--- config.mk ---
export PLATFORM = sky130hd
export DESIGN_NAME = fetch_host_end_flat
export DESIGN_NICKNAME = d
export VERILOG_FILES = /design/src/hdl/sample_fetch_pkg.sv /design/src/hdl/filter_spi_if.sv /design/src/hdl/fetch_host_end.sv /design/src/flat_wrapper.sv
export SDC_FILE = /design/constraint.sdc
export NUM_CORES = 1
export LEC_CHECK = 0
export CORE_ASPECT_RATIO = 1.25
export CORE_MARGIN = 2
export CORE_UTILIZATION = 55
export DETAILED_ROUTE_END_ITERATION = 6
export DONT_BUFFER_PORTS = 1
export GPL_TIMING_DRIVEN = 0
export PLACE_DENSITY = 0.78
export SETUP_SLACK_MARGIN = 0.1
export SLEW_MARGIN = 20
export SYNTH_ARGS = -nofsm -noshare
export SYNTH_HDL_FRONTEND = slang
export SYNTH_SLANG_ARGS = --single-unit
--- constraint.sdc ---
create_clock -name clk -period 10.42 [get_ports clk]
set_input_delay 1.563 -clock clk [delete_from_list [all_inputs] [get_ports clk]]
set_output_delay 1.563 -clock clk [all_outputs]
set_load 0.02 [all_outputs]
--- src/hdl/sample_fetch_pkg.sv ---
package sample_fetch_pkg;
  // Modulation clock cycles per sample set
  localparam int unsigned OSR_CYCLES = 1024;
  localparam logic [10:0] OSR_LAST = 11'h3ff;
  // Read command addressing filter module 1 data
  localparam logic [7:0] CMD_READ_DATA1 = 8'h9d;
  // Dummy byte clocked for every received byte
  localparam logic [7:0] DUMMY_BYTE = 8'h00;
  // Response stream layout in bytes
  localparam int unsigned DATA_BYTES = 4;
  localparam int unsigned TIME_BYTES = 2;
  localparam logic [4:0] STREAM_BYTES = 5'h10;
  // Serial clock divider: last divider count, half period is SCK_HALF+1 clk cycles
  localparam logic [3:0] SCK_HALF = 4'h2;
  // Trigger timer compare point within the period
  localparam logic [10:0] TRIG_POINT = 11'h010;
  // Last cycle count of a voltage conversion, which takes CONV_CYCLES+1 cycles
  localparam logic [3:0] CONV_CYCLES = 4'h8;
  // Reset values
  localparam logic [7:0] SHIFT_RST = 8'h00;
endpackage

--- src/hdl/filter_spi_if.sv ---
`timescale 1ns/10ps
`default_nettype none
// Serial link between acquisition host and filter device
interface filter_spi_if;
  logic cs_n;
  logic sck;
  logic mosi;
  logic miso;
  logic sample_ready;
  modport host (output cs_n, output sck, output mosi, input miso, input sample_ready);
  modport filt (input cs_n, input sck, input mosi, output miso, output sample_ready);
endinterface
`default_nettype wire

--- src/hdl/fetch_host_end.sv ---
`timescale 1ns/10ps
`default_nettype none
// Behaviour
// - Filter gives new samples every 1024 cycles
// - Filter raises ready when samples exist
// - Ready rising edge lowers chip select
// - First byte is read/write command
// - Command reads filter module one data
// - Send zero dummy byte per received byte
// - Filter streams next registers until deselect
// - Order: data, time, data, time, data
// - Host discards time bytes, keeps data
// - Filter drops ready after full readout
// - Chip select high after full response
// - Latch previous sets before fetching new
// - Trigger timer clears every 1024 cycles
// - Trigger edge converts three voltages sequentially
// - Completion event, re-enable before next trigger
module two_entry_buf
  import sample_fetch_pkg::*;
#(
  parameter int W = 96
) (
  // Clock and control
  input wire logic clk,
  input wire logic rst_n,
  input wire logic ce,
  // Fill side
  input wire logic in_valid,
  output logic in_ready,
  input wire logic [W-1:0] in_data,
  // Drain side
  output logic out_valid,
  input wire logic out_ready,
  output logic [W-1:0] out_data
);
  logic [W-1:0] mem_ff [2]; // Storage entries
  logic wp_ff; // Write index
  logic rp_ff; // Read index
  logic [1:0] cnt_ff; // Occupancy
  wire push = in_valid & in_ready;
  wire pop = out_valid & out_ready;
  assign in_ready = (cnt_ff != 2'h2);
  assign out_valid = (cnt_ff != 2'h0);
  assign out_data = mem_ff[rp_ff];

  // Pointer and occupancy update
  always_ff @(posedge clk) begin
    if (!rst_n) begin
      wp_ff <= 1'b0;
      rp_ff <= 1'b0;
      cnt_ff <= 2'h0;
      mem_ff[0] <= '0;
      mem_ff[1] <= '0;
    end else if (ce) begin
      if (push) begin
        mem_ff[wp_ff] <= in_data;
        wp_ff <= ~wp_ff;
      end
      if (pop) begin
        rp_ff <= ~rp_ff;
      end
      cnt_ff <= cnt_ff + {1'b0, push} - {1'b0, pop};
    end
  end
endmodule

// Host sequencer: fetches current sets and drives voltage conversions
module fetch_host_end
  import sample_fetch_pkg::*;
(
  // Clock and control
  input wire logic clk,
  input wire logic rst_n,
  input wire logic ce,
  // Link
  filter_spi_if.host spi,
  // Fetched current set
  output logic cur_valid,
  input wire logic cur_ready,
  output logic [95:0] cur_data,
  // Latched older sets
  output logic [95:0] cur_hist_ff,
  output logic [47:0] volt_hist_ff,
  output logic latch_pulse_ff,
  // Voltage converter
  input wire logic [15:0] volt_in,
  output logic [1:0] volt_chan_ff,
  output logic conv_done_ff,
  input wire logic conv_rearm
);
  typedef enum logic [1:0] {IDLE, SEL, XFER, DONE} fetch_e;
  fetch_e st_ff;
  logic rdy_d_ff; // Previous ready level
  logic pend_ff; // Ready rise held while a push drains
  logic cs_n_ff; // Chip select
  logic sck_ff; // Serial clock
  logic mosi_ff; // Output data
  logic [3:0] div_ff; // Clock divider
  logic [7:0] tx_ff; // Transmit shifter
  logic [7:0] rx_ff; // Receive shifter
  logic [2:0] bit_ff; // Bit index
  logic [4:0] byte_ff; // Byte index, 0 is command
  logic [95:0] words_ff; // Kept data words
  logic [95:0] last_set_ff; // Previous fetched currents
  logic push_ff; // Buffer write request
  logic [10:0] tmr_ff; // Trigger timer
  logic trig_ff; // Trigger output level
  logic trig_d_ff; // Previous trigger level
  logic armed_ff; // Converter enabled
  logic busy_ff; // Conversion sequence running
  logic [3:0] conv_cnt_ff; // Cycles in current conversion
  logic [47:0] volt_ff; // Converted voltages
  logic buf_in_ready;
  wire rdy_rise = spi.sample_ready & ~rdy_d_ff;
  wire div_hit = (div_ff == SCK_HALF);
  wire byte_end = div_hit & sck_ff & (bit_ff == 3'h7);
  wire last_byte = (byte_ff == STREAM_BYTES);
  // Stream position: data bytes at 0-3, 6-9, 12-15
  wire [4:0] pos = byte_ff - 5'h01;
  wire is_time = (pos == 5'h04) | (pos == 5'h05) | (pos == 5'h0a) | (pos == 5'h0b);
  wire keep = (byte_ff != 5'h00) & ~is_time;
  wire trig_rise = trig_ff & ~trig_d_ff;
  wire conv_end = busy_ff & (conv_cnt_ff == CONV_CYCLES);
  assign spi.cs_n = cs_n_ff;
  assign spi.sck = sck_ff;
  assign spi.mosi = mosi_ff;

  // Hand fetched sets to the consumer without loss on stall
  two_entry_buf #(.W(96)) u_buf (
    .clk(clk),
    .rst_n(rst_n),
    .ce(ce),
    .in_valid(push_ff),
    .in_ready(buf_in_ready),
    .in_data(words_ff),
    .out_valid(cur_valid),
    .out_ready(cur_ready),
    .out_data(cur_data)
  );

  // Fetch sequencer and serial engine
  always_ff @(posedge clk) begin
    if (!rst_n) begin
      st_ff <= IDLE;
      rdy_d_ff <= 1'b0;
      pend_ff <= 1'b0;
      cs_n_ff <= 1'b1;
      sck_ff <= 1'b0;
      mosi_ff <= 1'b0;
      div_ff <= '0;
      tx_ff <= SHIFT_RST;
      rx_ff <= SHIFT_RST;
      bit_ff <= '0;
      byte_ff <= '0;
      words_ff <= '0;
      last_set_ff <= '0;
      cur_hist_ff <= '0;
      volt_hist_ff <= '0;
      latch_pulse_ff <= 1'b0;
      push_ff <= 1'b0;
    end else if (ce) begin
      rdy_d_ff <= spi.sample_ready;
      pend_ff <= pend_ff | rdy_rise;
      latch_pulse_ff <= 1'b0;
      if (push_ff & buf_in_ready) begin
        push_ff <= 1'b0;
      end
      unique case (st_ff)
        IDLE: begin
          // Wait for a previous push to drain before starting
          if ((rdy_rise | pend_ff) & ~push_ff) begin
            // Keep older sets before the new fetch starts
            volt_hist_ff <= volt_ff;
            cur_hist_ff <= last_set_ff;
            latch_pulse_ff <= 1'b1;
            pend_ff <= 1'b0;
            st_ff <= SEL;
          end
        end
        SEL: begin
          // Select only once the older sets are latched
          cs_n_ff <= 1'b0;
          tx_ff <= {CMD_READ_DATA1[6:0], 1'b0};
          mosi_ff <= CMD_READ_DATA1[7];
          div_ff <= '0;
          bit_ff <= '0;
          byte_ff <= '0;
          st_ff <= XFER;
        end
        XFER: begin
          div_ff <= div_hit ? '0 : div_ff + 4'h1;
          if (div_hit) begin
            sck_ff <= ~sck_ff;
            if (!sck_ff) begin
              rx_ff <= {rx_ff[6:0], spi.miso};
            end else begin
              bit_ff <= bit_ff + 3'h1;
              mosi_ff <= tx_ff[7];
              tx_ff <= {tx_ff[6:0], 1'b0};
            end
          end
          if (byte_end) begin
            // Keep data bytes, drop time bytes
            if (keep) begin
              words_ff <= {words_ff[87:0], rx_ff};
            end
            byte_ff <= byte_ff + 5'h01;
            tx_ff <= DUMMY_BYTE;
            mosi_ff <= DUMMY_BYTE[7];
            if (last_byte) begin
              st_ff <= DONE;
            end
          end
        end
        DONE: begin
          cs_n_ff <= 1'b1;
          last_set_ff <= words_ff;
          push_ff <= 1'b1;
          st_ff <= IDLE;
        end
      endcase
    end
  end

  // Trigger timer, cleared once per sampling period
  always_ff @(posedge clk) begin
    if (!rst_n) begin
      tmr_ff <= '0;
      trig_ff <= 1'b0;
      trig_d_ff <= 1'b0;
    end else if (ce) begin
      tmr_ff <= (tmr_ff == OSR_LAST) ? '0 : tmr_ff + 11'h001;
      trig_ff <= (tmr_ff >= TRIG_POINT);
      trig_d_ff <= trig_ff;
    end
  end

  // Three-channel voltage conversion sequence
  always_ff @(posedge clk) begin
    if (!rst_n) begin
      armed_ff <= 1'b1;
      busy_ff <= 1'b0;
      conv_cnt_ff <= '0;
      volt_chan_ff <= '0;
      volt_ff <= '0;
      conv_done_ff <= 1'b0;
    end else if (ce) begin
      conv_done_ff <= 1'b0;
      if (conv_rearm) begin
        armed_ff <= 1'b1;
      end
      if (trig_rise & armed_ff & ~busy_ff) begin
        busy_ff <= 1'b1;
        armed_ff <= 1'b0;
        volt_chan_ff <= 2'h0;
        conv_cnt_ff <= '0;
      end else if (busy_ff) begin
        conv_cnt_ff <= conv_end ? '0 : conv_cnt_ff + 4'h1;
        if (conv_end) begin
          // Store result, then move to the next channel
          volt_ff <= {volt_ff[31:0], volt_in};
          volt_chan_ff <= volt_chan_ff + 2'h1;
          if (volt_chan_ff == 2'h2) begin
            busy_ff <= 1'b0;
            conv_done_ff <= 1'b1;
          end
        end
      end
    end
  end
endmodule
`default_nettype wire

--- src/flat_wrapper.sv ---
// flat-port wrapper written by rule: the top's interface ports become plain ports
module fetch_host_end_flat import sample_fetch_pkg::*;
  (clk, rst_n, ce, cur_valid, cur_ready, cur_data, cur_hist_ff, volt_hist_ff, latch_pulse_ff, volt_in, volt_chan_ff, conv_done_ff, conv_rearm, spi_cs_n, spi_sck, spi_mosi, spi_miso, spi_sample_ready);
  filter_spi_if spi_i ();
  input wire logic clk;
  input wire logic rst_n;
  input wire logic ce;
  output logic cur_valid;
  input wire logic cur_ready;
  output logic [95:0] cur_data;
  output logic [95:0] cur_hist_ff;
  output logic [47:0] volt_hist_ff;
  output logic latch_pulse_ff;
  input wire logic [15:0] volt_in;
  output logic [1:0] volt_chan_ff;
  output logic conv_done_ff;
  input wire logic conv_rearm;
  output wire logic [$bits(spi_i.cs_n)-1:0] spi_cs_n;
  output wire logic [$bits(spi_i.sck)-1:0] spi_sck;
  output wire logic [$bits(spi_i.mosi)-1:0] spi_mosi;
  input wire logic [$bits(spi_i.miso)-1:0] spi_miso;
  input wire logic [$bits(spi_i.sample_ready)-1:0] spi_sample_ready;
  assign spi_cs_n = spi_i.cs_n;
  assign spi_sck = spi_i.sck;
  assign spi_mosi = spi_i.mosi;
  assign spi_i.miso = spi_miso;
  assign spi_i.sample_ready = spi_sample_ready;
  fetch_host_end u_core (.clk(clk), .rst_n(rst_n), .ce(ce), .spi(spi_i), .cur_valid(cur_valid), .cur_ready(cur_ready), .cur_data(cur_data), .cur_hist_ff(cur_hist_ff), .volt_hist_ff(volt_hist_ff), .latch_pulse_ff(latch_pulse_ff), .volt_in(volt_in), .volt_chan_ff(volt_chan_ff), .conv_done_ff(conv_done_ff), .conv_rearm(conv_rearm));
endmodule
# Yosys cells after proc, flatten, opt, wreduce, memory -nomap -nowiden
# Memory sizes are Yosys's and may differ from the RTL's. A register that Yosys moved wholly into a read port is not among the register bits.
# Index checks and enable logic that the tools add are counted.
# W data, S select, Z words.
[totals]
n_memories = 1
elab_cells = 166
out_inout_bits = 248
in_bits = 23
reg_bits = 447
ram_bits = 192
[classes]
n_reduce_logical = 28
order_cmp = 1
add_sub_neg = 9
bitwise_logic = 24
n_mux = 53
eq_ne = 21
[memory_table]
columns = ["name", "depth", "word_bits", "read_ports", "rd_ports_with_merged_regs", "wr", "line_no", "source"]
rows = [
  ["u_core.u_buf.mem_ff", 2, 96, 1, 1, 2, "fetch_host_end.sv:37", "logic [W-1:0] mem_ff [2];"],
]
[ops]
columns = ["op", "n"]
rows = [
  ["$mux W96", 1],
  ["$reduce_or A96 Y1", 1],
  ["$mux W1", 28],
  ["$mux W8", 3],
  ["$reduce_and A4 Y1", 6],
  ["$mux W4", 4],
  ["$pmux W8 S2", 1],
  ["$reduce_and A2 Y1", 8],
  ["$reduce_bool A2 Y1", 7],
  ["$mux W2", 6],
  ["$reduce_and A3 Y1", 4],
  ["$add A11 B1 Y11 const B", 1],
  ["$and A1 B1 Y1", 11],
  ["$eq A11 B10 Y1 const B", 1],
  ["$ge A11 B5 Y1 const B", 1],
  ["$mux W11", 1],
  ["$eq A5 B3 Y1 const B", 2],
  ["$eq A5 B4 Y1 const B", 2],
  ["$ne A2 B1 Y1 const B", 5],
  ["$pmux W5 S2", 1],
  ["$not A1 Y1", 9],
  ["$add A4 B1 Y4 const B", 2],
  ["$pmux W2 S4", 1],
  ["$pmux W4 S2", 1],
  ["other kinds (21)", 29],
]

# Logic depth before layout (Yosys ltp)
[logic_depth]
word_depth = 8
depth_mapped = 10
ltp_nobuf = 9

# Hierarchy
# A second synthesis with hierarchy kept.
[hier_totals]
cells_unflattened = 2429
hier_area_um2 = 25321.8
[by_module_without_submodules]
columns = ["mod", "cells_each", "n_inst", "area_per_inst_um2", "seq_area_each_um2"]
rows = [
  ["fetch_host_end", 1885, 1, 16761.1, 8848.5],
  ["two_entry_buf", 544, 1, 8560.7, 5865.6],
]

# Worst setup path before layout
# No wires, ideal clock.
[synth_path]
kind = "input to register"
startpoint = "input ce"
endpoint = "memory u_core.u_buf.mem_ff[0][0], enable pin"
slack_ps = 1322
cell_stages = 2
setup_time_ps = 683
n_path_buf = 0
t_arrival_ps = 8415
required_time_ps = 9737
cell_sequence = "o211ai_1 o21ai_0"
[synth_rtl]
columns = ["element", "line_no", "source"]
rows = [
  ["start, declared", "flat_wrapper.sv:7", "input wire logic ce;"],
  ["end, declared", "fetch_host_end.sv:37", ""],
]

==> out/results.ini <==
[drt]
ant_nets=0
drt_iter0_drc=1064
route.detailed.drc=0
routed_wl_um=61800
wl_per_cell_um=19.8
drt-pass1-iter-count=6
via_count=17300
vias_per_cell=5.53

[power_and_ir_drop]
powerDensity_mw_per_mm2=183
worst_ir_drop_vdd_mv=0.166
p_leak_nw=9.17

[synthesis]
synth.top_cell.area_share_pct=36.7
yosysSeqAreaShare_pct=60.3
yosysWarningCount=0
synth.avg_cell_area_um2=10.0
synthArstFlopShare_pct=0
synth-edff-count=192
yosys-top-cells-area=dfxtp_1 37%, edfxtp_1 24%, nand2_1 11%
ys_seq_elements=639
synth_area_leader_cell=dfxtp_1
syn_inst=2432
syn-num-nets=2476
synthFlopType=dfxtp_1
synth_cell_types=52
synth_area_mm2=0.0244

[run]
cap_viol_max_count=0

[clocking]
ctsHoldBuffers=0
clk_pin_slew_worst_paths_ns=0.07
cts_buffers=58
clock_sinks=639
post_cts_buffers=0
cts_tree=yes
cts_root_buf=clkbuf_16
clk_path_buf_depth=3
cts_htree_levels=2
clock_latency_ns=0.64
cts_resized=0

[critical_path]
cpMostUsedCell=clkbuf_1
rr_endpoint=u_core.u_buf.mem_ff[1][53]
reg2regPathDepth=6
r2r_slack_ns=7.15
crit_family=buffers and inverters
cp.buffers_inverters=3
cp_data_required_time_ns=8.86
critPathKind=flip-flop to output port
cpMaxStageDelayCell=clkbuf_1
r2r_start=u_core.u_buf.cnt_ff[0]
critPathMaxFanout=10
cp_cell_sequence=clkbuf_1 -> clkbuf_1 -> clkbuf_1 -> mux2_2
crit_arrival_ns=3.11
cpPeakStageDelay_ns=0.58
startpoint_type=flip-flop
cp-end-kind=output port

[placement]
io_buffer_count=0
dp_hpwl_um=44500
place_ws_ns=5.52
gp_congestion=0.870

[worst_hold_path]
hold_class=flip-flop to flip-flop
hold_path_depth=2
hold_end=u_core.volt_hist_ff[47]
min_from=u_core.volt_ff[47]

[sta]
fin_crit_ns=4.67
timing.final.crit_share_pct=44.9
max_freq_mhz=214
rsz0062_at_grt=false
setup_viol=0
drv_slew=0
worst_slack_ns=5.75
finClkSkew_ns=0.0177
timing.hold.ws_ns=0.454
hold_viol_final=0
worst_slew_pin_slew_ns=1.07
slew_headroom_pct=28.8

[die]
start_util_pct=55.6
fp.dieArea_mm2=0.0461
die_y_um=239
num_rows=86
dieWidth_um=192
design.core.area_mm2=0.0439
design.portCount=271

[global_route]
grt_max_degree=53
grt.total_usage_pct=26.5
grt.overflow.total=0
grt_pass1_wl_um=93200
grt_antenna_before_repair=2
grt_pass1_vias=17000

[finish]
num_antenna_cells=0
fin_util_pct=62.3
final_layout_size_suffix_gt1_share_pct=8.75
area_growth_pct=12.1
nets=2544

[status]
status=completed

tightest hold or removal path: cells and delay by family, from the launching register on:
family	cells	cell delay, ns
DFF	1	0.31
and+or+nand+nor	1	0.05
AOI/OAI and AO/OA	1	0.05
through the flow:
| step | setup TNS, ns | instances | power (mW) | instance area [um2] |
|---|---|---|---|---|
| after floorplan | 0 | 2432 | 2.79 | 24400 |
| after global placement | -273.78 | 3004 | 2.85 | 25100 |
| after detailed placement | 0 | 3012 | 2.86 | 25300 |
| after CTS | 0 | 3121 | 5.03 | 27300 |
| after global routing | 0 | 3121 | 5.15 | 27300 |
| final | 0 | 3121 | 5.02 | 27300 |
cell usage after synthesis, types with 10 or more instances:
library cell	count
buf_1	19
ha_1	21
edfxtp_1	192
mux2_2	97
a21oi_1	304
o21ai_0	10
nand3_1	11
nand2_1	709
and2_1	196
inv_1	20
clkbuf_1	136
mux2i_1	108
nor2_1	43
dfxtp_1	447
flip-flops by register name, summed over array words and instances (netlist names), 3 cells and up, named ones only:
name	cells
u_core.bit_ff	3
u_core.u_buf.mem_ff	192
u_core.conv_cnt_ff	4
u_core.volt_ff	48
u_core.tx_ff	7
u_core.byte_ff	5
u_core.words_ff	96
u_core.last_set_ff	96
u_core.cur_hist_ff	96
u_core.div_ff	4
u_core.volt_hist_ff	48
u_core.rx_ff	8
u_core.tmr_ff	11
logic make-up after synthesis:
group / synth area share (%)
compound gates: 7.74
xor+xnor: 0.575
fa+ha+maj: 1.08
buf+inv: 3.11
flops: 60.3
mux: 8.91
simple gates: 18.3
layout make-up:
cell class / instances / area, um2
multi-input combinational: 1605 / 8950
fill: 3483 / 16600
timing repair buffer: 8 / 184
clock buffer: 82 / 1780
clock inverter: 27 / 245
buffer: 168 / 687
inverter: 20 / 75.1
sequential: 639 / 14700
tap: 572 / 716
cell usage in the layout, fill, tap and decap left out, types with 4 or more instances in the layout:
cell        Yosys  routed
and2_1        196     196
nand4_1         6       6
clkbuf_1      136     141
nand3b_1        4       4
ha_1           21      21
nor2_1         43      43
buf_1          19      19
nor3_1          6       5
inv_1          20      20
clkbuf_8        0      11
o211ai_1        4       4
a21oi_1       304     303
clkinv_2        0       7
nand3_1        11      11
mux2_2         97      97
o31ai_1         4       4
buf_16          0       6
clkinvlp_4      0       4
xor2_1          8       8
dfxtp_1       447     447
or3_1           4       4
a32oi_1         4       4
and3_1          5       5
nor4bb_1        5       5
nand2_1       709     709
buf_2           6       6
clkinv_1        0       7
nand2b_1        5       4
a22oi_1         4       4
edfxtp_1      192     192
buf_6           6       7
clkbuf_16       0      64
xnor2_1         8       8
mux2i_1       108     108
o21ai_0        10       9
power by group:
part	switching (mW)	leakage, nW	total [mW]	internal [mW]
clock	0.942	0.989	2.21	1.27
sequential	0.0149	5.48	2.61	2.60
combinational	0.151	2.69	0.193	0.0421
worst max-delay path by stage:
stage,slack [ns],to,cells past startpoint
2_1_floorplan,1.32,u_core.u_buf.mem_ff[0][0],2
3_3_place_gp,-2.87,u_core.u_buf.mem_ff[0][61],2
4_1_cts,5.72,cur_data[90],4
6_report,5.75,cur_data[90],4
3_5_place_dp,5.52,u_core.u_buf.mem_ff[1][27],6
5_1_grt,5.61,cur_data[93],4
routing by layer:
metal	global-route usage (%)	wire length (um)	vias to the layer above
met5	0	24	-
met4	10.5	2370	4
met3	8.10	5110	135
met2	46.9	31000	553
met1	29.4	23300	8283
li1	-	-	8281
Power figures use the tool's default switching activity.
